File: config.mk
export PLATFORM = sky130hd
export DESIGN_NAME = acmrd_top
export DESIGN_NICKNAME = d
export VERILOG_FILES = /design/src/common/acmrd_pkg.sv /design/src/common/acmrd_lock_if.sv /design/src/hdl/acmrd_clkgen.sv /design/src/hdl/acmrd_lock.sv /design/src/hdl/acmrd_top.sv
export SDC_FILE = /design/constraint.sdc
export NUM_CORES = 1
export LEC_CHECK = 0
export BUFFER_PORTS_ARGS = -buffer_cell sky130_fd_sc_hd__buf_4
export CAP_MARGIN = 30
export CORE_MARGIN = 1
export CORE_UTILIZATION = 52
export DETAILED_ROUTE_END_ITERATION = 8
export PLACE_DENSITY = 0.78
export SETUP_SLACK_MARGIN = 0.02
export SYNTH_ARGS = -nofsm -noshare
export SYNTH_HDL_FRONTEND = slang
export SYNTH_SLANG_ARGS = --single-unit
File: constraint.sdc
create_clock -name clk_i -period 27.1 [get_ports clk_i]
set_clock_uncertainty 0.15 [all_clocks]
set_input_delay 5.42 -clock clk_i [delete_from_list [all_inputs] [get_ports clk_i]]
set_output_delay 5.42 -clock clk_i [all_outputs]
set_load 0.005 [all_outputs]
File: src/common/acmrd_pkg.sv
// Constants shared by the audio clock master, routing and lock tracking block.
// Assumes a single 100 MHz master clock domain for all logic.
package acmrd_pkg;

  // Register indices; byte address is four times the low six index bits
  localparam logic [7:0] ACMRD_IDX_FORMAT  = 8'h01;
  localparam logic [7:0] ACMRD_IDX_MASTER  = 8'h0a;
  localparam logic [7:0] ACMRD_IDX_ROUTING = 8'h0b;
  localparam logic [7:0] ACMRD_IDX_BW      = 8'h0c;
  localparam logic [7:0] ACMRD_IDX_STATUS  = 8'h40;

  // Reset values
  localparam logic [7:0] ACMRD_RST_MASTER  = 8'h02;
  localparam logic [7:0] ACMRD_RST_ROUTING = 8'h02;
  localparam logic [7:0] ACMRD_RST_BW      = 8'h5a;
  localparam logic [7:0] ACMRD_RST_FORMAT  = 8'h00;

  // Field positions in clock_master_control
  localparam int ACMRD_MC_ENABLE     = 7;
  localparam int ACMRD_MC_RATIO_HI   = 6;
  localparam int ACMRD_MC_RATIO_LO   = 5;
  localparam int ACMRD_MC_QUICK      = 4;
  localparam int ACMRD_MC_EDGES_HI   = 3;
  // Field positions in channel_routing
  localparam int ACMRD_RT_SPDIF_HI   = 6;
  localparam int ACMRD_RT_SPDIF_LO   = 4;
  localparam int ACMRD_RT_SWAP2      = 3;
  localparam int ACMRD_RT_SWAP1      = 2;
  localparam int ACMRD_RT_SRC2       = 1;
  localparam int ACMRD_RT_SRC1       = 0;
  // Field positions in lock_loop_bandwidth
  localparam int ACMRD_BW_PCM_HI     = 7;
  localparam int ACMRD_BW_PCM_LO     = 4;
  localparam int ACMRD_BW_BIT_HI     = 3;
  // Routing top bit is reserved and reads zero
  localparam logic [7:0] ACMRD_ROUTING_MASK = 8'h7f;
  localparam logic [7:0] ACMRD_FORMAT_MASK  = 8'h03;

  // Input formats held in the format_select register
  typedef enum logic [1:0] {
    ACMRD_FMT_I2S   = 2'h0,
    ACMRD_FMT_SPDIF = 2'h1,
    ACMRD_FMT_DSD   = 2'h2
  } acmrd_fmt_t;

  // Bit clock half periods, master clock cycles
  localparam logic [3:0] ACMRD_HALF_DIV4  = 4'h2;
  localparam logic [3:0] ACMRD_HALF_DIV8  = 4'h4;
  localparam logic [3:0] ACMRD_HALF_DIV16 = 4'h8;
  // Frame toggles every 32 bit clock periods
  localparam int         ACMRD_FRAME_RATIO = 64;
  localparam logic [4:0] ACMRD_FRAME_HALF  = 5'(ACMRD_FRAME_RATIO / 2 - 1);

  // Quick lock shortens the edge wait by this shift
  localparam int ACMRD_QUICK_SHIFT = 4;
  // Saturated period counter: reference lost
  localparam logic [15:0] ACMRD_PERIOD_MAX = 16'hffff;

  // AXI responses
  localparam logic [1:0] ACMRD_RESP_OKAY   = 2'h0;
  localparam logic [1:0] ACMRD_RESP_SLVERR = 2'h2;

  // Lock edge count per code: longest wait over code plus one
  localparam logic [14:0] ACMRD_EDGES_MAX = 15'h4000;
  function automatic logic [14:0] acmrd_edge_target(input logic [3:0] code);
    return ACMRD_EDGES_MAX / ({11'h0, code} + 15'h1);
  endfunction

  // Lock tracker states, Gray coded along off, acquire, locked
  typedef enum logic [1:0] {
    ACMRD_LK_OFF    = 2'b00,
    ACMRD_LK_ACQ    = 2'b01,
    ACMRD_LK_LOCKED = 2'b11
  } acmrd_lock_state_t;

endpackage

File: src/common/acmrd_lock_if.sv
// Link between the register top and the lock tracker.
// Assumes both ends on the master clock.
`timescale 1ns/1ns
interface acmrd_lock_if;
  logic        ref_edge;
  logic [3:0]  bandwidth;
  logic [14:0] edge_target;
  logic        quick;
  logic        locked;
  logic [15:0] estimate;

  modport ctrl (output ref_edge, output bandwidth, output edge_target, output quick,
                input locked, input estimate);
  modport track (input ref_edge, input bandwidth, input edge_target, input quick,
                 output locked, output estimate);
endinterface

File: src/hdl/acmrd_clkgen.sv
// Master mode bit and frame clock generator.
// Assumes clk_i is the master clock and the enable comes from a register.
`timescale 1ns/1ns
module acmrd_clkgen
  import acmrd_pkg::*;
(
  input  wire logic       clk_i,
  input  wire logic       reset_n_i,
  input  wire logic       enable_i,
  input  wire logic [1:0] ratio_i,
  output logic            bit_clk_o,
  output logic            frame_clk_o
);

  logic [3:0] div_cnt_q, div_cnt_d, half;
  logic [4:0] bit_cnt_q, bit_cnt_d;
  logic       bit_clk_q, bit_clk_d;
  logic       frame_q, frame_d;

  ////////////////////////////////////////////////////////////////////////////////
  // ratio decode
  always_comb begin
    case (ratio_i)
      2'h0:    half = ACMRD_HALF_DIV4;
      2'h1:    half = ACMRD_HALF_DIV8;
      default: half = ACMRD_HALF_DIV16;
    endcase
  end

  always_comb begin
    div_cnt_d = div_cnt_q;
    bit_cnt_d = bit_cnt_q;
    bit_clk_d = bit_clk_q;
    frame_d   = frame_q;
    if (!enable_i) begin
      // Idle low so a later enable starts from a clean frame
      div_cnt_d = 4'h0;
      bit_cnt_d = 5'h0;
      bit_clk_d = 1'b0;
      frame_d   = 1'b0;
    end else if (div_cnt_q >= half - 4'h1) begin
      div_cnt_d = 4'h0;
      bit_clk_d = ~bit_clk_q;
      // frame moves on bit clock fall
      if (bit_clk_q) begin
        // frame is bit clock over 64
        if (bit_cnt_q == ACMRD_FRAME_HALF) begin
          bit_cnt_d = 5'h0;
          frame_d   = ~frame_q;
        end else begin
          bit_cnt_d = bit_cnt_q + 5'h1;
        end
      end
    end else begin
      div_cnt_d = div_cnt_q + 4'h1;
    end
  end

  always_ff @(posedge clk_i or negedge reset_n_i) begin
    if (!reset_n_i) begin
      div_cnt_q <= 4'h0;
      bit_cnt_q <= 5'h0;
      bit_clk_q <= 1'b0;
      frame_q   <= 1'b0;
    end else begin
      div_cnt_q <= div_cnt_d;
      bit_cnt_q <= bit_cnt_d;
      bit_clk_q <= bit_clk_d;
      frame_q   <= frame_d;
    end
  end

  assign bit_clk_o   = bit_clk_q;
  assign frame_clk_o = frame_q;

endmodule

File: src/hdl/acmrd_lock.sv
// Lock loop tracker: counts reference edges, follows their period.
// Assumes ref_edge is a one-cycle pulse already synchronised to clk_i.
`timescale 1ns/1ns
module acmrd_lock
  import acmrd_pkg::*;
(
  input  wire logic   clk_i,
  input  wire logic   reset_n_i,
  acmrd_lock_if.track lk
);

  acmrd_lock_state_t state_q, state_d;
  logic [14:0]       edges_q, edges_d, target;
  logic [15:0]       period_q, period_d;
  logic [15:0]       est_q, est_d;
  logic signed [16:0] err;
  logic [3:0]        shift;

  // edge wait, shortened by quick lock
  assign target = lk.quick ? (lk.edge_target >> ACMRD_QUICK_SHIFT) : lk.edge_target;
  assign err    = $signed({1'b0, period_q}) - $signed({1'b0, est_q});
  assign shift  = 4'hf - lk.bandwidth;

  always_comb begin
    state_d  = state_q;
    edges_d  = edges_q;
    est_d    = est_q;
    period_d = (period_q == ACMRD_PERIOD_MAX) ? period_q : period_q + 16'h1;
    if (lk.ref_edge) begin
      period_d = 16'h1;
      if (lk.bandwidth != 4'h0) begin
        est_d = est_q + 16'(err >>> shift);
      end
      if (edges_q != 15'h7fff) begin
        edges_d = edges_q + 15'h1;
      end
    end
    case (state_q)
      ACMRD_LK_OFF: begin
        edges_d = 15'h0;
        // code zero keeps the loop off
        if (lk.bandwidth != 4'h0) begin
          state_d = ACMRD_LK_ACQ;
        end
      end
      ACMRD_LK_ACQ: begin
        if (lk.bandwidth == 4'h0 || period_q == ACMRD_PERIOD_MAX) begin
          state_d = ACMRD_LK_OFF;
        end else if (edges_q >= target) begin
          state_d = ACMRD_LK_LOCKED;
        end
      end
      ACMRD_LK_LOCKED: begin
        // Lost reference or loop switched off drops the lock
        if (lk.bandwidth == 4'h0 || period_q == ACMRD_PERIOD_MAX) begin
          state_d = ACMRD_LK_OFF;
        end
      end
      default: state_d = ACMRD_LK_OFF;
    endcase
  end

  always_ff @(posedge clk_i or negedge reset_n_i) begin
    if (!reset_n_i) begin
      state_q  <= ACMRD_LK_OFF;
      edges_q  <= 15'h0;
      period_q <= 16'h0;
      est_q    <= 16'h0;
    end else begin
      state_q  <= state_d;
      edges_q  <= edges_d;
      period_q <= period_d;
      est_q    <= est_d;
    end
  end

  assign lk.locked   = (state_q == ACMRD_LK_LOCKED);
  assign lk.estimate = est_q;

endmodule

File: src/hdl/acmrd_top.sv
// Audio clock master, channel routing and lock loop control with AXI4-Lite registers.
// Assumes clk_i is the master clock; serial pins are synchronised here.
//
// Summary of operation
// - Master enable 0 leaves bit and frame clock pins undriven; 1 drives both.
// - Bit clock is master clock over 4, 8, or 16 by ratio field.
// - Frame clock is bit clock over 64 in master mode.
// - Master mode drives bit clock on clock pin, frame clock on first data pin.
// - Quick-lock bit shortens locking for synchronous 128x master clock sources.
// - Lock waits for the coded number of reference edges, 16384 down to 1024.
// - S/PDIF data taken from pin chosen by three-bit field; codes 5-7 reserved.
// - Per-channel swap bit exchanges that channel's two converter outputs.
// - Per-channel source bit picks left or right input; defaults left, right.
// - Upper bandwidth field sets PCM/S-PDIF loop bandwidth; zero turns loop off.
// - Lower bandwidth field sets bitstream-mode loop bandwidth, reset 1010.
// - PCM and S/PDIF modes track the incoming frame clock, or the generated one in master mode.
// - Bitstream mode tracks the incoming bit clock instead.
// - Higher bandwidth makes the estimate follow the reference faster.
//
// Chosen here: the AXI4-Lite slave port.
`timescale 1ns/1ns
module acmrd_top
  import acmrd_pkg::*;
(
  input  wire logic        clk_i,
  input  wire logic        reset_n_i,
  // AXI4-Lite slave
  input  wire logic [7:0]  s_axi_awaddr,
  input  wire logic        s_axi_awvalid,
  output logic             s_axi_awready,
  input  wire logic [31:0] s_axi_wdata,
  input  wire logic [3:0]  s_axi_wstrb,
  input  wire logic        s_axi_wvalid,
  output logic             s_axi_wready,
  output logic [1:0]       s_axi_bresp,
  output logic             s_axi_bvalid,
  input  wire logic        s_axi_bready,
  input  wire logic [7:0]  s_axi_araddr,
  input  wire logic        s_axi_arvalid,
  output logic             s_axi_arready,
  output logic [31:0]      s_axi_rdata,
  output logic [1:0]       s_axi_rresp,
  output logic             s_axi_rvalid,
  input  wire logic        s_axi_rready,
  // Serial pins
  input  wire logic        serial_clock_pin_i,
  output logic             serial_clock_pin_o,
  output logic             serial_clock_pin_oe_n_o,
  input  wire logic        first_data_pin_i,
  output logic             first_data_pin_o,
  output logic             first_data_pin_oe_n_o,
  input  wire logic        second_data_pin_i,
  input  wire logic        general_pin_one_i,
  input  wire logic        general_pin_two_i,
  output logic             spdif_data_o,
  // Sample path, same clock
  input  wire logic [31:0] left_sample_i,
  input  wire logic [31:0] right_sample_i,
  output logic [31:0]      first_dac_a_o,
  output logic [31:0]      first_dac_b_o,
  output logic [31:0]      second_dac_a_o,
  output logic [31:0]      second_dac_b_o,
  output logic             locked_o
);

  ////////////////////////////////////////////////////////////////////////////////
  // Registers and AXI state
  logic [7:0]  master_q, master_d, routing_q, routing_d, bw_q, bw_d, format_q, format_d;
  logic        aw_full_q, aw_full_d, w_full_q, w_full_d;
  logic [7:0]  awaddr_q, awaddr_d;
  logic [31:0] wdata_q, wdata_d;
  logic        wstrb0_q, wstrb0_d;
  logic        awready_q, awready_d, wready_q, wready_d, arready_q, arready_d;
  logic        bvalid_q, bvalid_d, rvalid_q, rvalid_d;
  logic [1:0]  bresp_q, bresp_d, rresp_q, rresp_d;
  logic [31:0] rdata_q, rdata_d;
  logic [5:0]  wr_idx, rd_idx;
  logic [7:0]  wr_byte;
  logic        wr_ok;

  // Pin synchronisers and outputs
  logic [4:0]  pin_meta_q, pin_sync_q, pins_raw;
  logic        fclk_prev_q, bclk_prev_q, ref_edge_q, ref_edge_d;
  logic        spdif_q, spdif_d, locked_q;
  logic        gen_bclk, gen_fclk;
  logic        sclk_q, sclk_oe_n_q, fdat_q, fdat_oe_n_q;
  logic [31:0] src1, src2;
  logic [31:0] f_a_q, f_b_q, s_a_q, s_b_q, f_a_d, f_b_d, s_a_d, s_b_d;

  acmrd_lock_if lk ();

  ////////////////////////////////////////////////////////////////////////////////
  // AXI4-Lite slave; index is byte address over four
  assign wr_idx  = awaddr_q[7:2];
  assign rd_idx  = s_axi_araddr[7:2];
  assign wr_byte = wdata_q[7:0];
  assign wr_ok   = (wr_idx == ACMRD_IDX_MASTER[5:0]) || (wr_idx == ACMRD_IDX_ROUTING[5:0])
                || (wr_idx == ACMRD_IDX_BW[5:0]) || (wr_idx == ACMRD_IDX_FORMAT[5:0]);

  always_comb begin
    aw_full_d = aw_full_q;
    w_full_d  = w_full_q;
    awaddr_d  = awaddr_q;
    wdata_d   = wdata_q;
    wstrb0_d  = wstrb0_q;
    bvalid_d  = bvalid_q;
    bresp_d   = bresp_q;
    master_d  = master_q;
    routing_d = routing_q;
    bw_d      = bw_q;
    format_d  = format_q;
    if (s_axi_awvalid && awready_q) begin
      aw_full_d = 1'b1;
      awaddr_d  = s_axi_awaddr;
    end
    if (s_axi_wvalid && wready_q) begin
      w_full_d = 1'b1;
      wdata_d  = s_axi_wdata;
      wstrb0_d = s_axi_wstrb[0];
    end
    if (bvalid_q && s_axi_bready) begin
      bvalid_d = 1'b0;
    end
    if (aw_full_q && w_full_q && !bvalid_q) begin
      aw_full_d = 1'b0;
      w_full_d  = 1'b0;
      bvalid_d  = 1'b1;
      bresp_d   = wr_ok ? ACMRD_RESP_OKAY : ACMRD_RESP_SLVERR;
      if (wstrb0_q) begin
        case (wr_idx)
          ACMRD_IDX_MASTER[5:0]:  master_d  = wr_byte;
          // reserved top bit kept at zero
          ACMRD_IDX_ROUTING[5:0]: routing_d = wr_byte & ACMRD_ROUTING_MASK;
          ACMRD_IDX_BW[5:0]:      bw_d      = wr_byte;
          ACMRD_IDX_FORMAT[5:0]:  format_d  = wr_byte & ACMRD_FORMAT_MASK;
          default:                master_d  = master_q;
        endcase
      end
    end
    awready_d = !aw_full_d;
    wready_d  = !w_full_d;
  end

  always_comb begin
    rvalid_d = rvalid_q;
    rdata_d  = rdata_q;
    rresp_d  = rresp_q;
    if (rvalid_q && s_axi_rready) begin
      rvalid_d = 1'b0;
    end
    if (s_axi_arvalid && arready_q) begin
      rvalid_d = 1'b1;
      rresp_d  = ACMRD_RESP_OKAY;
      case (rd_idx)
        ACMRD_IDX_MASTER[5:0]:  rdata_d = {24'h0, master_q};
        ACMRD_IDX_ROUTING[5:0]: rdata_d = {24'h0, routing_q};
        ACMRD_IDX_BW[5:0]:      rdata_d = {24'h0, bw_q};
        ACMRD_IDX_FORMAT[5:0]:  rdata_d = {24'h0, format_q};
        ACMRD_IDX_STATUS[5:0]:  rdata_d = {15'h0, lk.locked, lk.estimate};
        default: begin
          rdata_d = 32'h0;
          rresp_d = ACMRD_RESP_SLVERR;
        end
      endcase
    end
    arready_d = !rvalid_d;
  end

  always_ff @(posedge clk_i or negedge reset_n_i) begin
    if (!reset_n_i) begin
      aw_full_q <= 1'b0;
      w_full_q  <= 1'b0;
      awaddr_q  <= 8'h0;
      wdata_q   <= 32'h0;
      wstrb0_q  <= 1'b0;
      awready_q <= 1'b1;
      wready_q  <= 1'b1;
      arready_q <= 1'b1;
      bvalid_q  <= 1'b0;
      bresp_q   <= 2'h0;
      rvalid_q  <= 1'b0;
      rresp_q   <= 2'h0;
      rdata_q   <= 32'h0;
      master_q  <= ACMRD_RST_MASTER;
      routing_q <= ACMRD_RST_ROUTING;
      bw_q      <= ACMRD_RST_BW;
      format_q  <= ACMRD_RST_FORMAT;
    end else begin
      aw_full_q <= aw_full_d;
      w_full_q  <= w_full_d;
      awaddr_q  <= awaddr_d;
      wdata_q   <= wdata_d;
      wstrb0_q  <= wstrb0_d;
      awready_q <= awready_d;
      wready_q  <= wready_d;
      arready_q <= arready_d;
      bvalid_q  <= bvalid_d;
      bresp_q   <= bresp_d;
      rvalid_q  <= rvalid_d;
      rresp_q   <= rresp_d;
      rdata_q   <= rdata_d;
      master_q  <= master_d;
      routing_q <= routing_d;
      bw_q      <= bw_d;
      format_q  <= format_d;
    end
  end

  ////////////////////////////////////////////////////////////////////////////////
  // Clock generation and lock tracking
  acmrd_clkgen u_clkgen (
    .clk_i       (clk_i),
    .reset_n_i   (reset_n_i),
    .enable_i    (master_q[ACMRD_MC_ENABLE]),
    .ratio_i     (master_q[ACMRD_MC_RATIO_HI:ACMRD_MC_RATIO_LO]),
    .bit_clk_o   (gen_bclk),
    .frame_clk_o (gen_fclk)
  );

  acmrd_lock u_lock (
    .clk_i     (clk_i),
    .reset_n_i (reset_n_i),
    .lk        (lk)
  );

  assign lk.bandwidth   = (format_q[1:0] == ACMRD_FMT_DSD) ? bw_q[ACMRD_BW_BIT_HI:0]
                        : bw_q[ACMRD_BW_PCM_HI:ACMRD_BW_PCM_LO];
  assign lk.edge_target = acmrd_edge_target(master_q[ACMRD_MC_EDGES_HI:0]);
  assign lk.quick       = master_q[ACMRD_MC_QUICK];
  assign lk.ref_edge    = ref_edge_q;

  ////////////////////////////////////////////////////////////////////////////////
  // Pin sampling; only the second stage is read by logic
  assign pins_raw = {general_pin_two_i, general_pin_one_i, first_data_pin_i,
                     second_data_pin_i, serial_clock_pin_i};

  always_comb begin
    ref_edge_d = 1'b0;
    // bitstream mode follows the bit clock
    if (format_q[1:0] == ACMRD_FMT_DSD) begin
      ref_edge_d = pin_sync_q[0] && !bclk_prev_q;
    // PCM modes follow the frame clock, own one in master mode
    end else if (master_q[ACMRD_MC_ENABLE]) begin
      ref_edge_d = gen_fclk && !fclk_prev_q;
    end else begin
      ref_edge_d = pin_sync_q[2] && !fclk_prev_q;
    end
    // S/PDIF source pin, reserved codes give zero
    case (routing_q[ACMRD_RT_SPDIF_HI:ACMRD_RT_SPDIF_LO])
      3'h0:    spdif_d = pin_sync_q[0];
      3'h1:    spdif_d = pin_sync_q[1];
      3'h2:    spdif_d = pin_sync_q[2];
      3'h3:    spdif_d = pin_sync_q[3];
      3'h4:    spdif_d = pin_sync_q[4];
      default: spdif_d = 1'b0;
    endcase
  end

  assign src1 = routing_q[ACMRD_RT_SRC1] ? right_sample_i : left_sample_i;
  assign src2 = routing_q[ACMRD_RT_SRC2] ? right_sample_i : left_sample_i;

  always_comb begin
    f_a_d = routing_q[ACMRD_RT_SWAP1] ? ~src1 : src1;
    f_b_d = routing_q[ACMRD_RT_SWAP1] ? src1 : ~src1;
    s_a_d = routing_q[ACMRD_RT_SWAP2] ? ~src2 : src2;
    s_b_d = routing_q[ACMRD_RT_SWAP2] ? src2 : ~src2;
  end

  always_ff @(posedge clk_i or negedge reset_n_i) begin
    if (!reset_n_i) begin
      pin_meta_q  <= 5'h0;
      pin_sync_q  <= 5'h0;
      fclk_prev_q <= 1'b0;
      bclk_prev_q <= 1'b0;
      ref_edge_q  <= 1'b0;
      spdif_q     <= 1'b0;
      locked_q    <= 1'b0;
      sclk_q      <= 1'b0;
      fdat_q      <= 1'b0;
      sclk_oe_n_q <= 1'b1;
      fdat_oe_n_q <= 1'b1;
      f_a_q       <= 32'h0;
      f_b_q       <= 32'h0;
      s_a_q       <= 32'h0;
      s_b_q       <= 32'h0;
    end else begin
      pin_meta_q  <= pins_raw;
      pin_sync_q  <= pin_meta_q;
      fclk_prev_q <= master_q[ACMRD_MC_ENABLE] ? gen_fclk : pin_sync_q[2];
      bclk_prev_q <= pin_sync_q[0];
      ref_edge_q  <= ref_edge_d;
      spdif_q     <= spdif_d;
      locked_q    <= lk.locked;
      // drive pins only in master mode
      // bit clock on clock pin, frame on first data pin
      sclk_q      <= gen_bclk;
      fdat_q      <= gen_fclk;
      sclk_oe_n_q <= ~master_q[ACMRD_MC_ENABLE];
      fdat_oe_n_q <= ~master_q[ACMRD_MC_ENABLE];
      f_a_q       <= f_a_d;
      f_b_q       <= f_b_d;
      s_a_q       <= s_a_d;
      s_b_q       <= s_b_d;
    end
  end

  ////////////////////////////////////////////////////////////////////////////////
  // Outputs
  assign s_axi_awready = awready_q;
  assign s_axi_wready = wready_q;
  assign s_axi_bvalid = bvalid_q;
  assign s_axi_bresp = bresp_q;
  assign s_axi_arready = arready_q;
  assign s_axi_rvalid = rvalid_q;
  assign s_axi_rresp = rresp_q;
  assign s_axi_rdata = rdata_q;
  assign serial_clock_pin_o = sclk_q;
  assign serial_clock_pin_oe_n_o = sclk_oe_n_q;
  assign first_data_pin_o = fdat_q;
  assign first_data_pin_oe_n_o = fdat_oe_n_q;
  assign spdif_data_o = spdif_q;
  assign first_dac_a_o = f_a_q;
  assign first_dac_b_o = f_b_q;
  assign second_dac_a_o = s_a_q;
  assign second_dac_b_o = s_b_q;
  assign locked_o = locked_q;

endmodule

==> impl_metrics.json, run 1 <==
{
  "crit_type": "reg -> reg",
  "area_growth_pct": 22.2,
  "syn_area_mm2": 0.0181,
  "yosysSeqAreaShare_pct": 37.7,
  "required_ps": 27380,
  "overflow": 0,
  "synth_top_area_share_pct": 36.3,
  "cts_buffers": 29,
  "cts_tree": "done",
  "hold_viol_final": 0,
  "h-tree-depth": 1,
  "grt_usage_pct": 28.3,
  "synth_commonest_cells": "dfrtp_1 (262), nand2_1 (138), nor2_1 (137), inv_1 (136), o21ai_0 (127)",
  "antenna_found_initial": 1,
  "slowest_delay_ps": 540,
  "finalWirelength_mm": 50.8,
  "synth_cell_types": 97,
  "finalCriticalPeriod_ps": 25590,
  "fillers": 2677,
  "cts-root-buf": "clkbuf_16",
  "cp_slowest_cell": "dfstp_2",
  "grt_max_degree": 123,
  "drc": 0,
  "grt_pass1_vias": 15600,
  "fp-row-count": 67,
  "timing.final.crit_share_pct": 94.4,
  "dp_hpwl_mm": 36.9,
  "die_y_um": 188,
  "portBuffers": 254,
  "yosys-top-cells-area": "dfrtp_1 (36%), ha_1 (7.3%), mux2i_1 (6.4%)",
  "vias": 15400,
  "yosys_warnings": 0,
  "drt-initial-drc-count": 972,
  "status": "finished clean",
  "synth_area_per_cell_um2": 9.46,
  "synthCells": 1912,
  "arrival_ps": 25870,
  "yosysTopAreaCell": "dfrtp_1",
  "pin_count": 303,
  "maxCapViolCount": 0,
  "gp_congestion": 0.905,
  "ys_seq_elements": 272,
  "setup_ws_ps": 1510,
  "path_clk_slew_ps": 70,
  "clock.fmax_mhz": 39.1,
  "synth_edf_count": 0,
  "cts_buffer_depth": 3,
  "setup_violations": 0,
  "synth.most_common_cell": "dfrtp_1",
  "clkLatencyLatePin_ps": 580,
  "final_util_pct": 65.2,
  "ant_nets": 0,
  "crit_path_frequent_cell": "ha_1",
  "cp-start-kind": "flip-flop",
  "cts_hold_buf": 0,
  "drive_gt1_share_pct": 23.9,
  "end_kind": "flip-flop",
  "drt_pre_antenna_iters": 5,
  "cp_max_fo": 12,
  "cts.sinks": 272,
  "fp.coreArea_mm2": 0.0339,
  "ys.flop_type": "dfrtp_1",
  "fin_tns_setup_ps": 0,
  "drv_slew": 0,
  "grt_pass1_wl_mm": 81.2,
  "start_util_pct": 53.4,
  "synthArstFlopShare_pct": 100,
  "tightestPinTransition_ps": 943,
  "post-place-ws_ps": -103,
  "design.die.area_mm2": 0.0355,
  "routedWlPerCell_um": 19.0,
  "slew_headroom_pct": 37.1,
  "nNetsFinal": 2438,
  "hp-class": "reg -> reg",
  "die_x_um": 188,
  "vias_per_cell": 5.77
}
## layout by cell type, fill, tap and decap left out, types with 6 or more instances in the layout
cell type and instances:
and2_1 19, o31a_1 6, or2_2 8, dfrtp_1 259
buf_4 314, o21bai_1 23, a21boi_0 15, o21ai_1 10
o21a_1 18, nor2_1 137, nor3_1 22, and3_1 14
xnor2_1 117, nand2b_1 30, conb_1 17, a31oi_1 6
o221ai_1 7, mux2_2 62, a21oi_2 14, ha_1 100
or3_1 11, nand4_1 14, mux2i_1 112, nand3_1 40
dfstp_2 10, a211oi_1 17, clkbuf_16 29, inv_1 136
a222oi_1 6, o211ai_1 11, xor2_1 40, o21ai_0 120
o31ai_1 9, nor4_1 7, a21oi_1 103, and4_1 7
clkbuf_8 7, a21o_1 46, nand2_1 137
## layout make-up
type / count / area [um^2] / area share [%]
Multi-Input combinational cell: 1436 / 10600 / 48.0
Clock buffer: 41 / 841 / 3.81
Timing Repair Buffer: 326 / 2560 / 11.6
Inverter: 138 / 518 / 2.34
Tap cell: 448 / 561 / 2.54
Antenna cell: 1 / 2.50 / 0.0113
Clock inverter: 13 / 193 / 0.872
Sequential cell: 272 / 6820 / 30.9
## stage by stage
stage	hold slack, ps	std cells	instance area (um^2)
floorplan	181	1928	18100
global placement	187	2595	20600
detailed placement	186	2601	20700
CTS	203	2658	21800
global route	210	2675	22100
finish	198	2675	22100
## worst max-delay path, delay by kind of cell (launching register included)
| kind | cells | cell delay (ps) |
|---|---|---|
| fa+ha+maj | 16 | 5060 |
| simple gates | 31 | 4740 |
| compound gates | 62 | 11600 |
| buf+inv | 10 | 1460 |
| flops | 1 | 540 |
| mux | 6 | 1900 |
## per-layer routing
layer	up-vias	routed length, um	GRT usage, %	share of wire (%)
met5	-	0	0	0
met3	119	2720	4.38	5.3
met4	0	2000	10.8	3.9
li1	7335	-	-	-
met2	446	24800	48.2	49
met1	7522	21300	36.2	42
## kinds of logic (layout without fill, tap and decap cells)
kind of cell / after synthesis / after routing / synth area share, %
multiplexers: 185 / 185 / 11.0
XOR/XNOR: 159 / 159 / 7.74
AO/OA/AOI/OAI: 481 / 481 / 17.7
other: 1 / 18 / 0.0207
buffers and inverters: 220 / 518 / 5.03
flip-flops: 272 / 272 / 37.7
adder cells (fa/ha/maj): 107 / 107 / 7.49
AND/OR/NAND/NOR: 487 / 487 / 13.4
## repair_timing
| action | 4_1_cts | 5_1_grt |
|---|---|---|
| cloned | 0 | 0 |
| setup buffers | 3 | 13 |
| endpoints found under the setup margin | 1 | 1 |
| pin swaps | 1 | 13 |
| gates resized for setup | 3 | 42 |
## sequential cells by signal (all words and copies together), names as in the netlist, 5 cells and up
| signal | count |
|---|---|
| master_q | 8 |
| wdata_q | 8 |
| second_dac_b_o | 32 |
| u_lock.period_q | 16 |
| first_dac_b_o | 32 |
| u_lock.edges_q | 15 |
| first_dac_a_o | 32 |
| pin_sync_q | 5 |
| awaddr_q | 6 |
| bw_q | 8 |
| u_lock.lk.estimate | 16 |
| s_axi_rdata | 17 |
| u_clkgen.bit_cnt_q | 5 |
| routing_q | 7 |
| second_dac_a_o | 32 |
| pin_meta_q | 5 |
## path summary, 6_finish.rpt
kind	startpoint	endpoint	slack (ps)	cells past startpoint
max	master_q[1]	u_lock.state_q[1]	1510	125
min	pin_meta_q[4]	pin_sync_q[4]	200	0
max reg2reg	master_q[1]	u_lock.state_q[1]	1510	125
min reg2reg	pin_meta_q[4]	pin_sync_q[4]	200	0
max in group asynchronous	reset_n_i	u_lock.edges_q[2]	20700	3
min in group asynchronous	reset_n_i	second_dac_b_o[16]	4770	1
Power of run 1 is left out: the tool's default activity adds up to more than one toggle a clock period on the data nets, which glitch-free logic cannot reach.
==> inputs of run 2 (changes only) <==
--- a/config.mk
+++ b/config.mk
@@ -10,3 +10,4 @@
 export CORE_MARGIN = 1
-export CORE_UTILIZATION = 52
+export CORE_UTILIZATION = 53
+export CTS_CLUSTER_SIZE = 24
 export DETAILED_ROUTE_END_ITERATION = 8
@@ -16,2 +17,3 @@
 export SYNTH_HDL_FRONTEND = slang
+export SYNTH_HIERARCHICAL = 1
 export SYNTH_SLANG_ARGS = --single-unit
--- a/constraint.sdc
+++ b/constraint.sdc
@@ -4,2 +4,2 @@
 set_output_delay 5.42 -clock clk_i [all_outputs]
-set_load 0.005 [all_outputs]
+set_load 0.05 [all_outputs]
==> impl_metrics.json, run 2 <==
{
  "timing.final.crit_share_pct": 96.0,
  "post-place-ws_ps": -682,
  "synthCells": 2023,
  "synth_edf_count": 0,
  "yosys_warnings": 6,
  "vias_per_cell": 5.98,
  "ys.flop_type": "dfrtp_1",
  "ys_seq_elements": 272,
  "end_kind": "flip-flop",
  "yosysSeqAreaShare_pct": 36.1,
  "maxCapViolCount": 0,
  "drc": 0,
  "cp-start-kind": "flip-flop",
  "cts_buffer_depth": 3,
  "cts_hold_buf": 0,
  "tightestPinTransition_ps": 1140,
  "hold_viol_final": 0,
  "diodes": 0,
  "finalCriticalPeriod_ps": 26020,
  "pin_count": 303,
  "cts-root-buf": "clkbuf_16",
  "layout_commonest_cell": "buf_4",
  "clock.fmax_mhz": 38.4,
  "drive_gt1_share_pct": 24.8,
  "grt_usage_pct": 28.7,
  "grt_pass1_vias": 16200,
  "h-tree-depth": 1,
  "nNetsFinal": 2558,
  "synth_commonest_cells": "dfrtp_1 (262), nand2_1 (149), nor2_1 (145), inv_1 (133), o21ai_0 (118)",
  "fp-row-count": 68,
  "routedWlPerCell_um": 19.1,
  "clkLatencyLatePin_ps": 540,
  "grt_pass1_wl_mm": 84.1,
  "crit_buf_inv": 13,
  "overflow": 0,
  "crit_family": "compound AO/OA/AOI/OAI gates",
  "setup_violations": 0,
  "die_x_um": 191,
  "antenna_found_initial": 1,
  "cts_tree": "done",
  "hp-class": "reg -> reg",
  "drt_pre_antenna_iters": 7,
  "crit_type": "reg -> reg",
  "start_util_pct": 54.4,
  "yosysTopAreaCell": "dfrtp_1",
  "gp_congestion": 0.919,
  "synth_cell_types": 112,
  "yosys-top-cells-area": "dfrtp_1 (35%), ha_1 (7.1%), xnor2_1 (5.3%)",
  "dp_hpwl_mm": 38.8,
  "fp.coreArea_mm2": 0.0348,
  "drv_slew": 0,
  "synth_top_area_share_pct": 34.7,
  "mostFrequentLayoutCells": "buf_4 (340), dfrtp_1 (258), nand2_1 (148)",
  "synth_area_per_cell_um2": 9.35,
  "path_clk_slew_ps": 60,
  "synthArstFlopShare_pct": 100,
  "required_ps": 27370,
  "arrival_ps": 26290,
  "setup_ws_ps": 1080,
  "design.die.area_mm2": 0.0364,
  "synth.most_common_cell": "dfrtp_1",
  "grt_max_degree": 152,
  "cp_slowest_cell": "dfstp_2",
  "finalWirelength_mm": 53.4,
  "cts_buffers": 27,
  "slew_headroom_pct": 24.2,
  "cts.sinks": 272,
  "slowest_delay_ps": 610,
  "ant_nets": 0,
  "status": "finished clean",
  "area_growth_pct": 20.7,
  "portBuffers": 254,
  "drt-initial-drc-count": 1564,
  "die_y_um": 191,
  "syn_area_mm2": 0.0189,
  "cp_max_fo": 9,
  "vias": 16700
}
[run 2: cell types whose count changed after synthesis, moves of 12 or more]
| cell | previous run | this run |
|---|---|---|
| o21ai_1 | 5 | 23 |
| mux2i_1 | 115 | 99 |
| a21oi_1 | 115 | 102 |
| a21boi_0 | 16 | 4 |
| o211ai_1 | 11 | 23 |
[run 2: worst paths after layout]
path | from | endpoint | slack, ps | cells after the start
setup / recovery | master_q[1] | u_lock/state_q[1] | 1080 | 132
hold / removal | pin_meta_q[2] | pin_sync_q[2] | 200 | 0
setup reg to reg | master_q[1] | u_lock/state_q[1] | 1080 | 132
hold reg to reg | pin_meta_q[2] | pin_sync_q[2] | 200 | 0
max in group asynchronous | reset_n_i | pin_meta_q[0] | 19680 | 3
min in group asynchronous | reset_n_i | second_dac_a_o[4] | 4830 | 1
[run 2: layout make-up]
class | instances | area [um^2]
fillers | 2727 | 12000
multi-input cells | 1534 | 11400
flip-flops and latches | 272 | 6820
repair buffers | 345 | 2640
clock buffers | 37 | 753
well taps | 455 | 569
inverters | 140 | 528
clock inverters | 12 | 101
[run 2: logic make-up after synthesis]
| family | count (synthesis) | share of synthesized area [%] |
|---|---|---|
| xor+xnor | 161 | 7.53 |
| buf+inv | 233 | 5.12 |
| other cells | 1 | 0.0198 |
| simple gates | 551 | 14.7 |
| flops | 272 | 36.1 |
| mux | 168 | 9.66 |
| fa+ha+maj | 110 | 7.36 |
| compound gates | 527 | 19.5 |
[run 2: layer usage]
metal / vias to the layer above / part of all wire, % / GRT usage, %
met1: 8185 / 42 / 37.6
met2: 597 / 49 / 48.5
met5: - / 0 / 0
li1: 7839 / - / -
met3: 107 / 6.0 / 4.75
met4: 0 / 3.1 / 8.71
[run 2: metrics by stage]
stage / area, um^2 / instances / util [%] / setup TNS [ps] / hold WS (ps)
after global routing: 22800 / 2795 / 65.6 / -381 / 202
after detailed placement: 21500 / 2706 / 61.6 / -682 / 187
after CTS: 22400 / 2758 / 64.2 / 0 / 202
after global placement: 21400 / 2702 / 61.5 / -206 / 184
final: 22800 / 2795 / 65.6 / 0 / 200
after floorplan: 19000 / 2039 / - / 0 / 181
[run 2: what timing repair did]
action / 4_1_cts / 5_1_grt
pin swaps: 2 / 20
resized for setup: 8 / 48
setup endpoints to repair: 1 / 1
gates cloned: 0 / 0
buffers inserted: 3 / 37
Power of run 2 is left out for the same reason.
